**src/include/iobd_defs.vh**
```
`ifndef IOBD_DEFS_VH
`define IOBD_DEFS_VH

// window geometry
`define IOBD_WINDOW_SIZE 16
`define IOBD_A9_BIT 9
`define IOBD_SW_HI 8
`define IOBD_SW_LO 4
`define IOBD_SW_WIDTH 5
// factory switch word, 1 = position on; on means address bit 0
// base 0x220 -> A8..A4 = 00010 -> on,on,on,off,on
`define IOBD_SW_DEFAULT 5'h1d
// wide-port offsets inside the window
`define IOBD_OFS_AD_DATA 4'h4
`define IOBD_OFS_AD_FIFO 4'h6
`define IOBD_OFS_DIO 4'he

`endif

```
**src/core/iobd_decoder.v**
```verilog
// Notes on behaviour
// - claim sixteen consecutive addresses, A3..A0 select
// - respond only within 0x200 to 0x3ff
// - A9 must be one, base aligned 16
// - switch positions map onto A8..A4
// - switch on means zero, off means one
// - factory switch setting gives base 0x220
// - data, fifo, dio ports need 16-bit cycles
`timescale 1ns/1ps
`include "iobd_defs.vh"

module iobd_decoder (
    input wire core_clk,
    input wire reset_n,
    input wire [15:0] bus_addr,
    input wire bus_ior_n,
    input wire bus_iow_n,
    input wire bus_aen,
    input wire [4:0] base_select_switch,
    output reg card_select,
    output reg read_strobe,
    output reg write_strobe,
    output reg [3:0] reg_index,
    output reg wide_port,
    output reg io16_n
);

// ----------------------------------------
// helpers
// ----------------------------------------
// switch on (1) expects a zero address bit
function [4:0] sw_to_addr;
    input [4:0] sw;
    begin
        sw_to_addr = ~sw;
    end
endfunction

// two-byte ports: analog data, fifo data, dio
function is_wide;
    input [3:0] ofs;
    begin
        is_wide = ({ofs[3:1], 1'b0} == `IOBD_OFS_AD_DATA) ||
            ({ofs[3:1], 1'b0} == `IOBD_OFS_AD_FIFO) ||
            ({ofs[3:1], 1'b0} == `IOBD_OFS_DIO);
    end
endfunction

// upper address against the switch-derived base
function window_hit;
    input [15:0] addr;
    input [4:0] sw;
    reg a9_ok;
    reg hi_zero;
    reg sw_ok;
    begin
        a9_ok = addr[`IOBD_A9_BIT];
        hi_zero = (addr[15:10] == 6'h00);
        sw_ok = (addr[`IOBD_SW_HI:`IOBD_SW_LO] == sw_to_addr(sw));
        window_hit = a9_ok && hi_zero && sw_ok;
    end
endfunction

// ----------------------------------------
// pin synchroniser registers
// ----------------------------------------
reg [15:0] addr_s1;
reg [15:0] addr_s2;
reg [15:0] addr_s3;
reg [15:0] addr_q;
reg [2:0] ctl_s1;
reg [2:0] ctl_s2;
reg [2:0] ctl_s3;
reg [2:0] ctl_q;
reg [4:0] sw_s1;
reg [4:0] sw_s2;
reg [4:0] sw_s3;
reg [4:0] sw_q;

// ----------------------------------------
// address pins, three stages
// ----------------------------------------
always @(posedge core_clk or negedge reset_n) begin
    if (!reset_n) begin
        addr_s1 <= 16'h0000;
        addr_s2 <= 16'h0000;
        addr_s3 <= 16'h0000;
    end else begin
        addr_s1 <= bus_addr;
        addr_s2 <= addr_s1;
        addr_s3 <= addr_s2;
    end
end

// a new address counts once stages two and three agree
always @(posedge core_clk or negedge reset_n) begin
    if (!reset_n) begin
        addr_q <= 16'h0000;
    end else if (addr_s2 == addr_s3) begin
        addr_q <= addr_s3;
    end
end

// ----------------------------------------
// command pins, three stages
// ----------------------------------------
// bit 2 aen, bit 1 write low, bit 0 read low
always @(posedge core_clk or negedge reset_n) begin
    if (!reset_n) begin
        ctl_s1 <= 3'h7;
        ctl_s2 <= 3'h7;
        ctl_s3 <= 3'h7;
    end else begin
        ctl_s1 <= {bus_aen, bus_iow_n, bus_ior_n};
        ctl_s2 <= ctl_s1;
        ctl_s3 <= ctl_s2;
    end
end

always @(posedge core_clk or negedge reset_n) begin
    if (!reset_n) begin
        ctl_q <= 3'h7;
    end else if (ctl_s2 == ctl_s3) begin
        ctl_q <= ctl_s3;
    end
end

// ----------------------------------------
// switch pins, three stages
// ----------------------------------------
always @(posedge core_clk or negedge reset_n) begin
    if (!reset_n) begin
        sw_s1 <= `IOBD_SW_DEFAULT;
        sw_s2 <= `IOBD_SW_DEFAULT;
        sw_s3 <= `IOBD_SW_DEFAULT;
    end else begin
        sw_s1 <= base_select_switch;
        sw_s2 <= sw_s1;
        sw_s3 <= sw_s2;
    end
end

// factory base until the switch is first sampled
always @(posedge core_clk or negedge reset_n) begin
    if (!reset_n) begin
        sw_q <= `IOBD_SW_DEFAULT;
    end else if (sw_s2 == sw_s3) begin
        sw_q <= sw_s3;
    end
end

// ----------------------------------------
// address match
// ----------------------------------------
wire hit;
wire io_rd;
wire io_wr;

assign hit = window_hit(addr_q, sw_q);
// aen high marks a dma cycle, not a host io cycle
assign io_rd = !ctl_q[0] && !ctl_q[2];
assign io_wr = !ctl_q[1] && !ctl_q[2];

// ----------------------------------------
// next output values
// ----------------------------------------
reg next_sel;
reg next_rd;
reg next_wr;
reg [3:0] next_index;
reg next_wide;
reg next_io16_n;

always @* begin
    next_sel = hit && (io_rd || io_wr);
    next_rd = next_sel && io_rd;
    next_wr = next_sel && io_wr;
    next_index = addr_q[3:0];
    next_wide = hit && is_wide(addr_q[3:0]);
    next_io16_n = !next_wide;
end

// ----------------------------------------
// select and strobe outputs
// ----------------------------------------
always @(posedge core_clk or negedge reset_n) begin
    if (!reset_n) begin
        card_select <= 1'b0;
        read_strobe <= 1'b0;
        write_strobe <= 1'b0;
    end else begin
        card_select <= next_sel;
        read_strobe <= next_rd;
        write_strobe <= next_wr;
    end
end

// ----------------------------------------
// index and port width outputs
// ----------------------------------------
always @(posedge core_clk or negedge reset_n) begin
    if (!reset_n) begin
        reg_index <= 4'h0;
        wide_port <= 1'b0;
        io16_n <= 1'b1;
    end else begin
        reg_index <= next_index;
        wide_port <= next_wide;
        io16_n <= next_io16_n;
    end
end

endmodule

```
**config.mk**
```make
export PLATFORM = sky130hd
export DESIGN_NAME = iobd_decoder
export DESIGN_NICKNAME = d
export VERILOG_FILES = /design/src/core/iobd_decoder.v
export VERILOG_INCLUDE_DIRS = /design/src /design/src/include
export SDC_FILE = /design/constraint.sdc
export NUM_CORES = 1
export LEC_CHECK = 0
export ABC_AREA = 1
export ABC_CLOCK_PERIOD_IN_PS = 1300
export BUFFER_PORTS_ARGS = -buffer_cell sky130_fd_sc_hd__buf_4
export CAP_MARGIN = 20
export CELL_PAD_IN_SITES_DETAIL_PLACEMENT = 2
export CELL_PAD_IN_SITES_GLOBAL_PLACEMENT = 2
export CORE_AREA = 2 2 96 116
export CTS_CLUSTER_DIAMETER = 50
export DETAILED_ROUTE_END_ITERATION = 16
export DIE_AREA = 0 0 98 118
export GPL_TIMING_DRIVEN = 0
export HOLD_SLACK_MARGIN = 0.12
export PLACE_DENSITY_LB_ADDON = 0.25
export SKIP_LAST_GASP = 1
export SLEW_MARGIN = 10
export SYNTH_ARGS = -nofsm -noshare
export SYNTH_HDL_FRONTEND = slang
export SYNTH_SLANG_ARGS = --single-unit
```
**constraint.sdc**
```tcl
create_clock -name core_clk -period 1.3 [get_ports core_clk]
set_input_delay 0 -clock core_clk [delete_from_list [all_inputs] [get_ports core_clk]]
set_output_delay 0 -clock core_clk [all_outputs]
set_load 0.02 [all_outputs]
```
**Word-level counts from Yosys, hierarchy flattened**

Index checks and enable logic that the tools add are counted.

- Logic and storage cells: 42
- Register bits: 105
- Output and inout bits: 9

- Equal/unequal tests: 7
- Bitwise logic cells: 1
- Reductions and logical operators: 16

Operators with widths:

| kind | count |
|---|---|
| $eq A16 B16 Y1 | 1 |
| $eq A5 B5 Y1 | 2 |
| $logic_and A1 B1 Y1 | 8 |
| $eq A3 B2 Y1 const B | 2 |
| $logic_not A6 Y1 | 1 |
| $not A5 Y5 | 1 |
| $logic_not A1 Y1 | 4 |
| $eq A3 B3 Y1 | 1 |
| $eq A3 B3 Y1 const B | 1 |
| $logic_or A1 B1 Y1 | 3 |

**Depth between registers and ports, before layout**

Gate-level depths: netlist (run 1).

- Depth in word-level cells: 5
- Gate-level depth with buffers: 10
- Gate-level depth less buffers: 9

**Worst setup path after synthesis (run 1)**

OpenSTA, ideal clock, no wires.

- Kind: register to register
- From: reg addr_s3[6]
- To: reg addr_q[5]
- Stages on the path, launching flop included: 10
- Arrival: 1.171 ns
- Buffers on the path: 1
- Slack: 0.012 ns
- Required time: 1.184 ns
- Cells stage by stage: dfrtp_1 -> nor2_1 -> nor2_1 -> nor2_1 -> nand2_1 -> nor2_4 -> nand2_4 -> buf_6 -> nand2_1 -> nand2_1

- Longest elaborated chain between the ends: 1

Ends and longest elaborated chain:

| element | RTL line | source |
|---|---|---|
| start, declared | iobd_decoder.v:69 | `reg [15:0] addr_s3;` |
| start signal, assigned | iobd_decoder.v:91 | `addr_s3 <= addr_s2;` |
| $eq A16 B16 Y1 | iobd_decoder.v:99 | `end else if (addr_s2 == addr_s3) begin` |
| end signal, assigned | iobd_decoder.v:100 | `addr_q <= addr_s3;` |
| end, declared | iobd_decoder.v:70 | `reg [15:0] addr_q;` |

Every way passes these cells.
A chain may end at the register's enable or synchronous reset.

**Final worst setup path (run 1)**

- From: reg sw_s3[0]
- To: reg sw_q[1]

- Longest elaborated chain between the ends: 1

Ends and longest elaborated chain:

| element | RTL line | source |
|---|---|---|
| start, declared | iobd_decoder.v:77 | `reg [4:0] sw_s3;` |
| start signal, assigned | iobd_decoder.v:135 | `` sw_s3 <= `IOBD_SW_DEFAULT; `` |
| start signal, assigned | iobd_decoder.v:139 | `sw_s3 <= sw_s2;` |
| $eq A5 B5 Y1 | iobd_decoder.v:147 | `end else if (sw_s2 == sw_s3) begin` |
| end signal, assigned | iobd_decoder.v:146 | `` sw_q <= `IOBD_SW_DEFAULT; `` |
| end signal, assigned | iobd_decoder.v:148 | `sw_q <= sw_s3;` |
| end, declared | iobd_decoder.v:78 | `reg [4:0] sw_q;` |

Every way passes these cells.

==> impl_results.md, run 1 <==
- Drt via density: 4.41
- H-tree depth: 3
- Clock Path Buffers: 2
- Status: finished, violations left
- Layout cell share with drive strength beyond 1: 31.7%
- CP arrival: 1.66 ns
- Critical path's largest stage delay: 0.54 ns
- I/O pins: 35
- Gr ovfl total: 0
- Worst slew margin: 36.6%
- Core area: 10400 µm²
- Die X-Extent: 98 µm
- #FFs+latches synth: 105
- Setup CP Type: flip-flop to flip-flop
- Setup ws final: -0.126 ns
- Post-synth top flop: dfrtp_1
- Critical Path Fanout Max: 5
- EDFF count, synth: 0
- Hold Slack: 0.301 ns
- CTS Sinks: 105
- GRT Util Overall: 13.6%
- Die Span Y: 118 µm
- Antenna viol nets, final: 0
- Worst hold stages: 2
- Mapped Nets: 338
- Pwr dens: 1470 nW/µm²
- Post-layout min period: 1.43 ns
- Final hold vios: 0
- Lkg Pwr: 2.40 nW
- Synth top area share: 53.1%
- Vias: 2336
- YS warnings: 0
- Reg-to-reg startpoint: sw_s3[0]
- Crit path launch type: flip-flop
- Global-route wire length before repair: 12400 µm
- DR DRC count: 0
- Synth Instances: 312
- Max-slew violations: 0
- Initial antenna violation count: 0
- Largest net degree at the start of global routing: 106
- Worst-path cell chain: inv_2 -> nand2_1 -> nand2_1 -> a21oi_2 -> nand4_1 -> buf_6 -> nand2_4 -> o21ai_2
- Reg2reg path depth: 8
- Avg WL per Cell: 13.8 µm
- Post-DP HPWL: 4440 µm
- Leading area contributor after synthesis: dfrtp_1
- Design Power: 7.01 mW
- Maximum clock rate: 0.701 GHz
- Failing checks: setup timing
- HP Class: primary input to flip-flop
- MaxCap Viol Count: 0
- Register area share after synthesis: 74.4%
- Worst Skew: 0.00781 ns
- R2r setup slk: -0.13 ns
- Post-Syn Area: 3580 µm²
- Hold worst-path end: addr_s1[4]
- Post-synth ARST share: 100%
- Commonest cells in the netlist: nand2_1, dfrtp_1, inv_1, dfstp_2, nor2_1
- Final setup violation count: 25
- Die Area: 11600 µm²
- IO buf count: 34
- Initial drt markers: 68
- RSZ-0062 raised after global routing: yes
- Top cells by area, synth: dfrtp_1, dfstp_2, nand2_1
- Highest-delay cell along the critical path: dfstp_2
- CTS tree: done
- Vias in the first global route: 2680
- Critical path required time: 1.54 ns
- Clock-pin slew on the worst setup and hold paths: 0.07 ns
- Hold path start: bus_addr[4]
- Crit path capture type: flip-flop
- Antenna cell count: 0
- Count leader, synth: nand2_1
- Dpl cells: 475
- Post-layout util: 45.8%
- Slew @ Worst Pin: 0.951 ns
- Core Rows: 41
- Root Buffer: clkbuf_16
- Peak VDD IR: 0.665 mV
- Syn_area_per_cell: 11.5 µm²
- Non-filler cells, final: 530
- CTS Buf Count: 9
- Most used cell, CP: nand2_1
- Layout area overhead: 33.3%
- First drt pass iteration count: 2
- Post-synthesis cell type count: 18
- Final period util: 110%
- RePlAce Congestion: 0.694
- Fin nets: 422
- Clock Latency Late Sink: 0.34 ns
- Post-Route WL: 7310 µm
- Starting Density: 34.4%
- Reg2reg end: sw_q[1]
-- through the flow --
stage | worst slack (ns) | area [µm²] | setup TNS [ns]
4_1_cts | -0.140 | 4650 | -2.09
3_3_place_gp | -0.260 | 4000 | -4.28
3_5_place_dp | -0.336 | 4000 | -5.18
2_1_floorplan | 0.0124 | 3580 | 0
5_1_grt | -0.236 | 4770 | -4.88
6_report | -0.126 | 4770 | -1.83
-- layout make-up --
type                       count  area (µm²)
timing repair buffer          73         629
clock buffer                  12         258
buffer                         3        26.3
inverter                      40         150
sequential                   105        2660
multi-input combinational    164         836
clock inverter                 4        48.8
fill                        1069        5640
tap                          129         161
-- cells by family (layout without fill, tap and decap cells) --
| group | after synthesis | in the layout | synth area share [%] |
|---|---|---|---|
| flops | 105 | 105 | 74.4 |
| compound gates | 9 | 9 | 1.33 |
| simple gates | 144 | 144 | 16.7 |
| xor+xnor | 11 | 11 | 2.69 |
| buf+inv | 43 | 132 | 4.93 |
-- cells in the final DEF (no fill, tap or decap), drive strengths merged, types with 2 or more instances in the layout --
cell	synthesis	routed
xnor2	7	7
dfstp	29	29
nand4	2	2
buf	3	51
xor2	4	4
inv	40	41
dfrtp	76	76
clkbuf	0	12
nor2	31	31
dlygate4sd3	0	25
nand3	18	18
o21ai	7	7
nand2	91	91
-- worst max-delay path: cells and delay by family (launching register included) --
family          cells  cell delay, ns
compound gates      2            0.19
buf+inv             2            0.24
flops               1            0.54
simple gates        4            0.35
-- state kept, by name, indices dropped and copies added, names as in the netlist, 3 cells and up --
signal	flops
addr_q	16
addr_s1	16
addr_s2	16
addr_s3	16
ctl_q	3
ctl_s1	3
ctl_s2	3
ctl_s3	3
reg_index	4
sw_q	5
sw_s1	5
sw_s2	5
sw_s3	5
-- worst max-delay path by stage --
stage / cells after the start / endpoint / from / slack [ns]
final: 8 / sw_q[1] / sw_s3[0] / -0.13
after global routing: 9 / addr_q[8] / addr_s3[11] / -0.24
after CTS: 9 / addr_q[8] / addr_s2[9] / -0.14
after detailed placement: 6 / sw_q[4] / sw_s3[0] / -0.34
after global placement: 6 / sw_q[0] / sw_s2[0] / -0.26
after floorplan: 9 / addr_q[5] / addr_s3[6] / 0.01
-- metal layers --
layer / vias to the layer above / global-route usage, % / wire length [µm]
met2: 28 / 24.4 / 4180
met4: 0 / 7.03 / 172
met3: 9 / 2.43 / 168
met1: 1199 / 15.2 / 2790
li1: 1100 / - / -
met5: - / 0 / 0
-- repair_timing --
action,in CTS,in global routing
gates cloned,0,1
gates resized for setup,12,32
endpoints found under the setup margin,25,28
hold buffers,25,0
hold endpoints to repair,100,0
buffers inserted,9,4
pin swaps,6,8
-- where the power goes --
| part | total [mW] | internal (mW) | switching, mW |
|---|---|---|---|
| registers | 3.69 | 3.54 | 0.145 |
| logic | 0.549 | 0.273 | 0.276 |
| clock network | 2.78 | 1.61 | 1.17 |
| total | 7.01 | 5.43 | 1.59 |
Power figures use the tool's default switching activity.
==> run 2, diff against run 1 <==
--- a/config.mk
+++ b/config.mk
@@ -6,16 +6,15 @@
 export SDC_FILE = /design/constraint.sdc
 export NUM_CORES = 1
 export LEC_CHECK = 0
-export ABC_AREA = 1
 export ABC_CLOCK_PERIOD_IN_PS = 1300
 export BUFFER_PORTS_ARGS = -buffer_cell sky130_fd_sc_hd__buf_4
 export CAP_MARGIN = 20
 export CELL_PAD_IN_SITES_DETAIL_PLACEMENT = 2
 export CELL_PAD_IN_SITES_GLOBAL_PLACEMENT = 2
-export CORE_AREA = 2 2 96 116
+export CORE_AREA = 2 2 93 113
 export CTS_CLUSTER_DIAMETER = 50
 export DETAILED_ROUTE_END_ITERATION = 16
-export DIE_AREA = 0 0 98 118
+export DIE_AREA = 0 0 95 115
 export GPL_TIMING_DRIVEN = 0
 export HOLD_SLACK_MARGIN = 0.12
 export PLACE_DENSITY_LB_ADDON = 0.25
==> run 2 against run 1 <==
The run still ends with setup timing left. Global-route usage shrank 1.4 points. Synthesized cell count decreased by 41%. Clock skew increased by 0.0012 ns. Hold slack worse by 0.0016 ns. Critical path depth fell by 3. Cell count is 27% lower. Fmax is 18% lower. Clock-buffer cell count grew 1. Non-clock buffer count is 14 lower. Critical path type unchanged. Register-to-register slack got worse by 0.31 ns. Sequential power is essentially flat. Largest power group unchanged. Cell area down 6.8%.
==> impl_results.md, run 2 <==
- Synth Instances: 184 (-41%)
- Critical path required time: 1.52 ns (-0.02 ns)
- I/O pins: 35 (unchanged)
- Status: finished, violations left
- Hold Slack: 0.299 ns (-0.00164 ns)
- Lkg Pwr: 2.04 nW (-15%)
- Fin nets: 282 (-33%)
- Die X-Extent: 95 µm (-3.1%)
- #FFs+latches synth: 105 (unchanged)
- Clock Latency Late Sink: 0.34 ns (about the same)
- Clock Path Buffers: 2 (unchanged)
- Starting Density: 34.3% (-0.072 points)
- Post-Syn Area: 3380 µm² (-5.5%)
- Leading area contributor after synthesis: dfrtp_1
- EDFF count, synth: 0 (unchanged)
- CP arrival: 1.95 ns (+0.29 ns)
- GRT Util Overall: 12.2% (-1.4 points)
- Max-slew violations: 0 (unchanged)
- Final setup violation count: 22 (-12%)
- Core area: 9860 µm² (-5.3%)
- Multi-input logic area: 761 µm² (-9.0%)
- Peak VDD IR: 0.731 mV (+10%)
- Clock-pin slew on the worst setup and hold paths: 0.07 ns (about the same)
- Critical Path Fanout Max: 10 (+5)
- Setup ws final: -0.438 ns (-0.312 ns)
- YS warnings: 0 (unchanged)
- RSZ-0062 raised after global routing: yes
- Post-synth top flop: dfrtp_1
- Design Power: 6.98 mW (-0.44%)
- HP Class: primary input to async pin
- Post-layout util: 45.1% (-0.70 points)
- Register area share after synthesis: 78.7% (+4.3 points)
- Most frequent cells in the layout: dfrtp_1, buf_4, dfstp_2, dlygate4sd3_1, xor2_1
- Fillers: 929 (-13%)
- Layout cell share with drive strength beyond 1: 44.4% (+13 points)
- Root Buffer: clkbuf_16
- Initial antenna violation count: 0 (unchanged)
- Final period util: 134% (+24 points)
- Setup CP Type: flip-flop to flip-flop
- Count leader, synth: dfrtp_1
- Die Span Y: 115 µm (-2.5%)
- RePlAce Congestion: 0.670 (-3.5%)
- Commonest non-fill, non-tap cell in the layout: dfrtp_1
- Commonest cells in the netlist: dfrtp_1, dfstp_2, xor2_1, mux2_2, mux2_4
- IO buf count: 34 (unchanged)
- Syn_area_per_cell: 18.4 µm² (+60%)
- Avg WL per Cell: 15.0 µm (+9.1%)
- Post-DP HPWL: 3520 µm (-21%)
- TNS Setup: -7.12 ns (-5.28 ns)
- Final hold vios: 0 (unchanged)
- Failing checks: setup timing
- Maximum clock rate: 0.575 GHz (-18%)
- Crit path launch type: flip-flop
- Die Area: 10900 µm² (-5.5%)
- Pwr dens: 1570 nW/µm² (+6.8%)
- Post-synth ARST share: 100% (unchanged)
- Vias in the first global route: 1946 (-27%)
- Worst-path cell chain: xor2_1 -> nor4_2 -> nand4_2 -> buf_8 -> mux2_4
- Critical path's largest stage delay: 0.39 ns (-0.15 ns)
- Worst slew margin: 37.8% (+1.2 points)
- Antenna cell count: 0 (unchanged)
- Setup slack after placement: -0.839 ns (-0.503 ns)
- Layout area overhead: 31.5%
- CTS Sinks: 105 (unchanged)
- Post-synthesis cell type count: 20 (+2)
- CTS tree: done
- Worst Skew: 0.00905 ns (+0.00124 ns)
- Gr ovfl total: 0 (unchanged)
- Post-layout min period: 1.74 ns (+0.312 ns)
- DR DRC count: 0 (unchanged)
- Top cells by area, synth: dfrtp_1, dfstp_2, xor2_1
- Largest net degree at the start of global routing: 106 (unchanged)
- Initial drt markers: 47 (-31%)
- Global-route wire length before repair: 9870 µm (-20%)
- Synth top area share: 56.2% (+3.1 points)
- CTS Buf Count: 9 (unchanged)
- First drt pass iteration count: 3 (+1)
- Mapped Nets: 210 (-38%)
- FF/Latch Area: 2660 µm² (unchanged)
- MaxCap Viol Count: 0 (unchanged)
- Crit path capture type: flip-flop
- Highest-delay cell along the critical path: dfrtp_1
- Core Rows: 40 (-2.4%)
- Slew @ Worst Pin: 0.933 ns (-0.0178 ns)
- Vias: 1703 (-27%)
- Post-Route WL: 5820 µm (-20%)
- Drt via density: 4.40 (-0.16%)
- Antenna viol nets, final: 0 (unchanged)
- H-tree depth: 3 (unchanged)
## run 2: cell count changes after synthesis, sizes merged, moves of 5 or more
cell   delta
nor2     -27
nand2    -91
inv      -39
nand3    -13
xor2     +18
nor4      +5
o21ai     -7
mux2     +23
## run 2: cell type report
cell class	count	area share [%]
Clock buffer	13	6.33
Clock inverter	3	0.984
Inverter	1	0.0843
Multi-Input combinational cell	77	17.1
Buffer	1	0.337
Timing Repair Buffer	61	11.8
Sequential cell	105	59.9
Tap cell	126	3.54
## run 2: kinds of logic (layout without fill, tap and decap cells)
kind of cell              after synthesis  after routing  share of synthesized area (%)
and+or+nand+nor                        22             22                           4.10
xor gates and xnor gates               29             29                           7.51
DFF                                   105            105                           78.7
buffers and inverters                   2             79                          0.444
AOI/OAI and AO/OA                       3              3                          0.444
muxes                                  23             23                           8.76
## run 2: routing by layer
metal	vias up	routed length (µm)	GRT usage (%)	share of wire [%]
met3	8	192	3.54	3.3
met1	909	2290	14.2	39
met4	0	100	5.80	1.7
met5	-	0	0	0
met2	26	3240	20.8	56
li1	760	-	-	-
## run 2: power breakdown
part           total, mW  internal [mW]  switching (mW)
Sequential          3.70           3.56           0.139
Combinational      0.442          0.252           0.190
Clock               2.85           1.72            1.13
## run 2: final timing paths
kind | slack [ns] | end | depth (start not counted) | start
max | -0.44 | addr_q[6] | 5 | addr_s3[2]
min | 0.30 | wide_port | 2 | reset_n
max reg2reg | -0.44 | addr_q[6] | 5 | addr_s3[2]
min reg2reg | 0.35 | sw_s2[1] | 0 | sw_s1[1]
max in group asynchronous | 0.32 | sw_s2[1] | 2 | reset_n
min in group core_clk | 0.31 | addr_s1[13] | 2 | bus_addr[13]
## run 2: through the flow
step                      instance area (µm²)  instances
after floorplan                          3380        184
after global placement                   3800        344
after detailed placement                 3800        344
after CTS                                4420        387
after global routing                     4450        387
final                                    4450        387
## run 2: repair_timing
| item | in CTS | in global routing |
|---|---|---|
| hold endpoints to repair | 100 | 0 |
| hold buffers | 25 | 0 |
| gates resized for setup | 6 | 5 |
| pin swaps | 8 | 3 |
| setup endpoints to repair | 23 | 28 |
| buffers inserted | 2 | 0 |
## run 2: critical path, delay by kind of cell (launching register included)
kind                   cells  cell delay [ns]
multiplexers               1             0.30
buffers and inverters      1             0.20
flip-flops                 1             0.39
AND/OR/NAND/NOR            2             0.54
XOR/XNOR                   1             0.17
==> run 3, diff against run 2 <==
--- a/config.mk
+++ b/config.mk
@@ -18,6 +18,7 @@
 export GPL_TIMING_DRIVEN = 0
 export HOLD_SLACK_MARGIN = 0.12
 export PLACE_DENSITY_LB_ADDON = 0.25
+export SETUP_SLACK_MARGIN = 0.02
 export SKIP_LAST_GASP = 1
 export SLEW_MARGIN = 10
 export SYNTH_ARGS = -nofsm -noshare
==> run 3 against run 2 <==
The run still ends with setup timing left. Cell count unchanged. Fmax up 0.63%. Setup slack improved by 0.011 ns. Cell area down 0.20%. First-iteration DRC count is 49% higher. Sequential power about the same. Sequential cell count unchanged. Non-clock buffer count did not move. Power shrank 2.5%. Critical path type unchanged. Critical endpoint is now addr_q[10].
==> impl_results.md, run 3 (synthesis gave the netlist of run 2 again) <==
- Status: finished, violations left
- Failing checks: setup timing
- Clock Path Buffers: 2 (unchanged)
- Final setup violation count: 22 (unchanged)
- Vias in the first global route: 1948 (+0.10%)
- Reg2reg path depth: 5 (unchanged)
- Vias: 1695 (-0.47%)
- Core Rows: 40 (unchanged)
- Setup crit end: addr_q[10]
- Lkg Pwr: 2.03 nW (-0.49%)
- H-tree depth: 3 (unchanged)
- Highest-delay cell along the critical path: nor4_2
- Max-slew violations: 0 (unchanged)
- Gr ovfl total: 0 (unchanged)
- HP Class: primary input to flip-flop
- Maximum clock rate: 0.579 GHz (+0.63%)
- Global-route wire length before repair: 9600 µm (-2.7%)
- Top delay family on crit path: simple AND/OR/NAND/NOR gates
- CP arrival: 1.94 ns (about the same)
- Post-layout min period: 1.73 ns (-0.0109 ns)
- Initial antenna violation count: 0 (unchanged)
- Layout cell share with drive strength beyond 1: 43.7% (-0.77 points)
- Clock Latency Late Sink: 0.33 ns (about the same)
- Reg2reg end: addr_q[10]
- Die Span Y: 115 µm (unchanged)
- Starting Density: 34.3% (unchanged)
- Crit path capture type: flip-flop
- RSZ-0062 raised after global routing: yes
- Largest net degree at the start of global routing: 106 (unchanged)
- I/O pins: 35 (unchanged)
- Setup ws final: -0.427 ns (+0.0109 ns)
- Commonest non-fill, non-tap cell in the layout: dfrtp_1
- IO buf count: 34 (unchanged)
- CTS tree: done
- Sum of buffers and inverters on the critical path: 1 (unchanged)
- Non-filler cells, final: 387 (unchanged)
- Worst-path cell chain: xor2_1 -> nor4_2 -> nand4_4 -> buf_6 -> mux2_4
- Root Buffer: clkbuf_16
- Die Area: 10900 µm² (unchanged)
- Most frequent cells in the layout: dfrtp_1, buf_4, dfstp_2, dlygate4sd3_1, xor2_1
- Critical Path Fanout Max: 10 (unchanged)
- CTS Sinks: 105 (unchanged)
- Layout area overhead: 31.3%
- Avg WL per Cell: 14.3 µm (-4.9%)
- R2r setup slk: -0.43 ns (about the same)
- Fin nets: 282 (unchanged)
- Pwr dens: 1530 nW/µm² (-2.3%)
- Worst Setup SP: addr_s3[1]
- WP depth: 5 (unchanged)
- Die X-Extent: 95 µm (unchanged)
- Post-layout util: 45.1% (-0.089 points)
- Final hold vios: 0 (unchanged)
- Dpl cells: 344 (unchanged)
- Post-Route WL: 5530 µm (-4.9%)
- Setup CP Type: flip-flop to flip-flop
- Worst Skew: 0.00577 ns (-0.00328 ns)
- Post-DP HPWL: 3330 µm (-5.5%)
- Final period util: 133% (-0.84 points)
- RePlAce Congestion: 0.677 (+1.1%)
- Fin area: 4440 µm² (-0.20%)
- Area after DPL: 3800 µm² (unchanged)
- GRT Util Overall: 11.9% (-0.35 points)
- Critical path required time: 1.52 ns (about the same)
- Clock-pin slew on the worst setup and hold paths: 0.07 ns (about the same)
- Worst slew margin: 39.2% (+1.4 points)
- Antenna cell count: 0 (unchanged)
- Drt via density: 4.38 (-0.47%)
- Reg-to-reg startpoint: addr_s3[1]
- CTS Buf Count: 9 (unchanged)
- Setup slack after placement: -0.844 ns (-0.00454 ns)
- MaxCap Viol Count: 0 (unchanged)
- First drt pass iteration count: 2 (-1)
- DR DRC count: 0 (unchanged)
- Hold path start: bus_addr[0]
- Initial drt markers: 70 (+49%)
- Critical path's largest stage delay: 0.41 ns (+0.02 ns)
- Slew @ Worst Pin: 0.912 ns (-0.0207 ns)
- Peak VDD IR: 0.598 mV (-18%)
- Crit path launch type: flip-flop
- Core area: 9860 µm² (unchanged)
- Antenna viol nets, final: 0 (unchanged)
## run 3: changes by cell type in the layout (fill, tap and decap cells not counted), sizes merged
cell / previous run / this run
inv: 2 / 1
clkinv: 1 / 0
clkbuf: 13 / 14
clkinvlp: 0 / 1
## run 3: power breakdown
part	internal [mW]	total [mW]	switching, mW
logic	0.255	0.445	0.189
clock network	1.60	2.67	1.07
registers	3.56	3.69	0.135
## run 3: timing repair
action | in CTS | in global routing
buffers inserted | 2 | 0
resized for setup | 9 | 3
pin swaps | 6 | 4
hold endpoints to repair | 100 | 0
hold buffers | 25 | 0
cloned | 0 | 0
endpoints found under the setup margin | 22 | 28
## run 3: how the worst min path moves through the flow
| stage | end | depth (start not counted) |
|---|---|---|
| 2_1_floorplan | addr_q[0] | 0 |
| 3_3_place_gp | sw_s1[2] | 1 |
| 3_5_place_dp | sw_s1[1] | 1 |
| 4_1_cts | addr_s1[0] | 2 |
| 5_1_grt | addr_s1[10] | 2 |
| 6_report | addr_s1[0] | 2 |
## run 3: metrics by stage
stage               setup TNS (ns)  power, mW  hold slack, ns
global route                 -9.25       7.15           0.304
finish                       -7.02       6.81           0.309
CTS                          -7.22       6.95           0.289
global placement            -13.74       4.10           0.109
floorplan                    -5.32       3.92          -0.296
detailed placement          -13.26       4.12           0.111
## run 3: cell type report
cell class / count / area [µm²]
inverter: 1 / 3.75
multi-input combinational: 77 / 779
tap: 126 / 158
timing repair buffer: 61 / 524
sequential: 105 / 2660
clock buffer: 14 / 264
buffer: 1 / 11.3
clock inverter: 2 / 37.5
fill: 906 / 5420
## run 3: routing by layer
layer	track usage (%)	wire, µm
met3	3.54	184
met5	0	0
met1	13.8	2260
met4	5.80	108
met2	20.0	2980
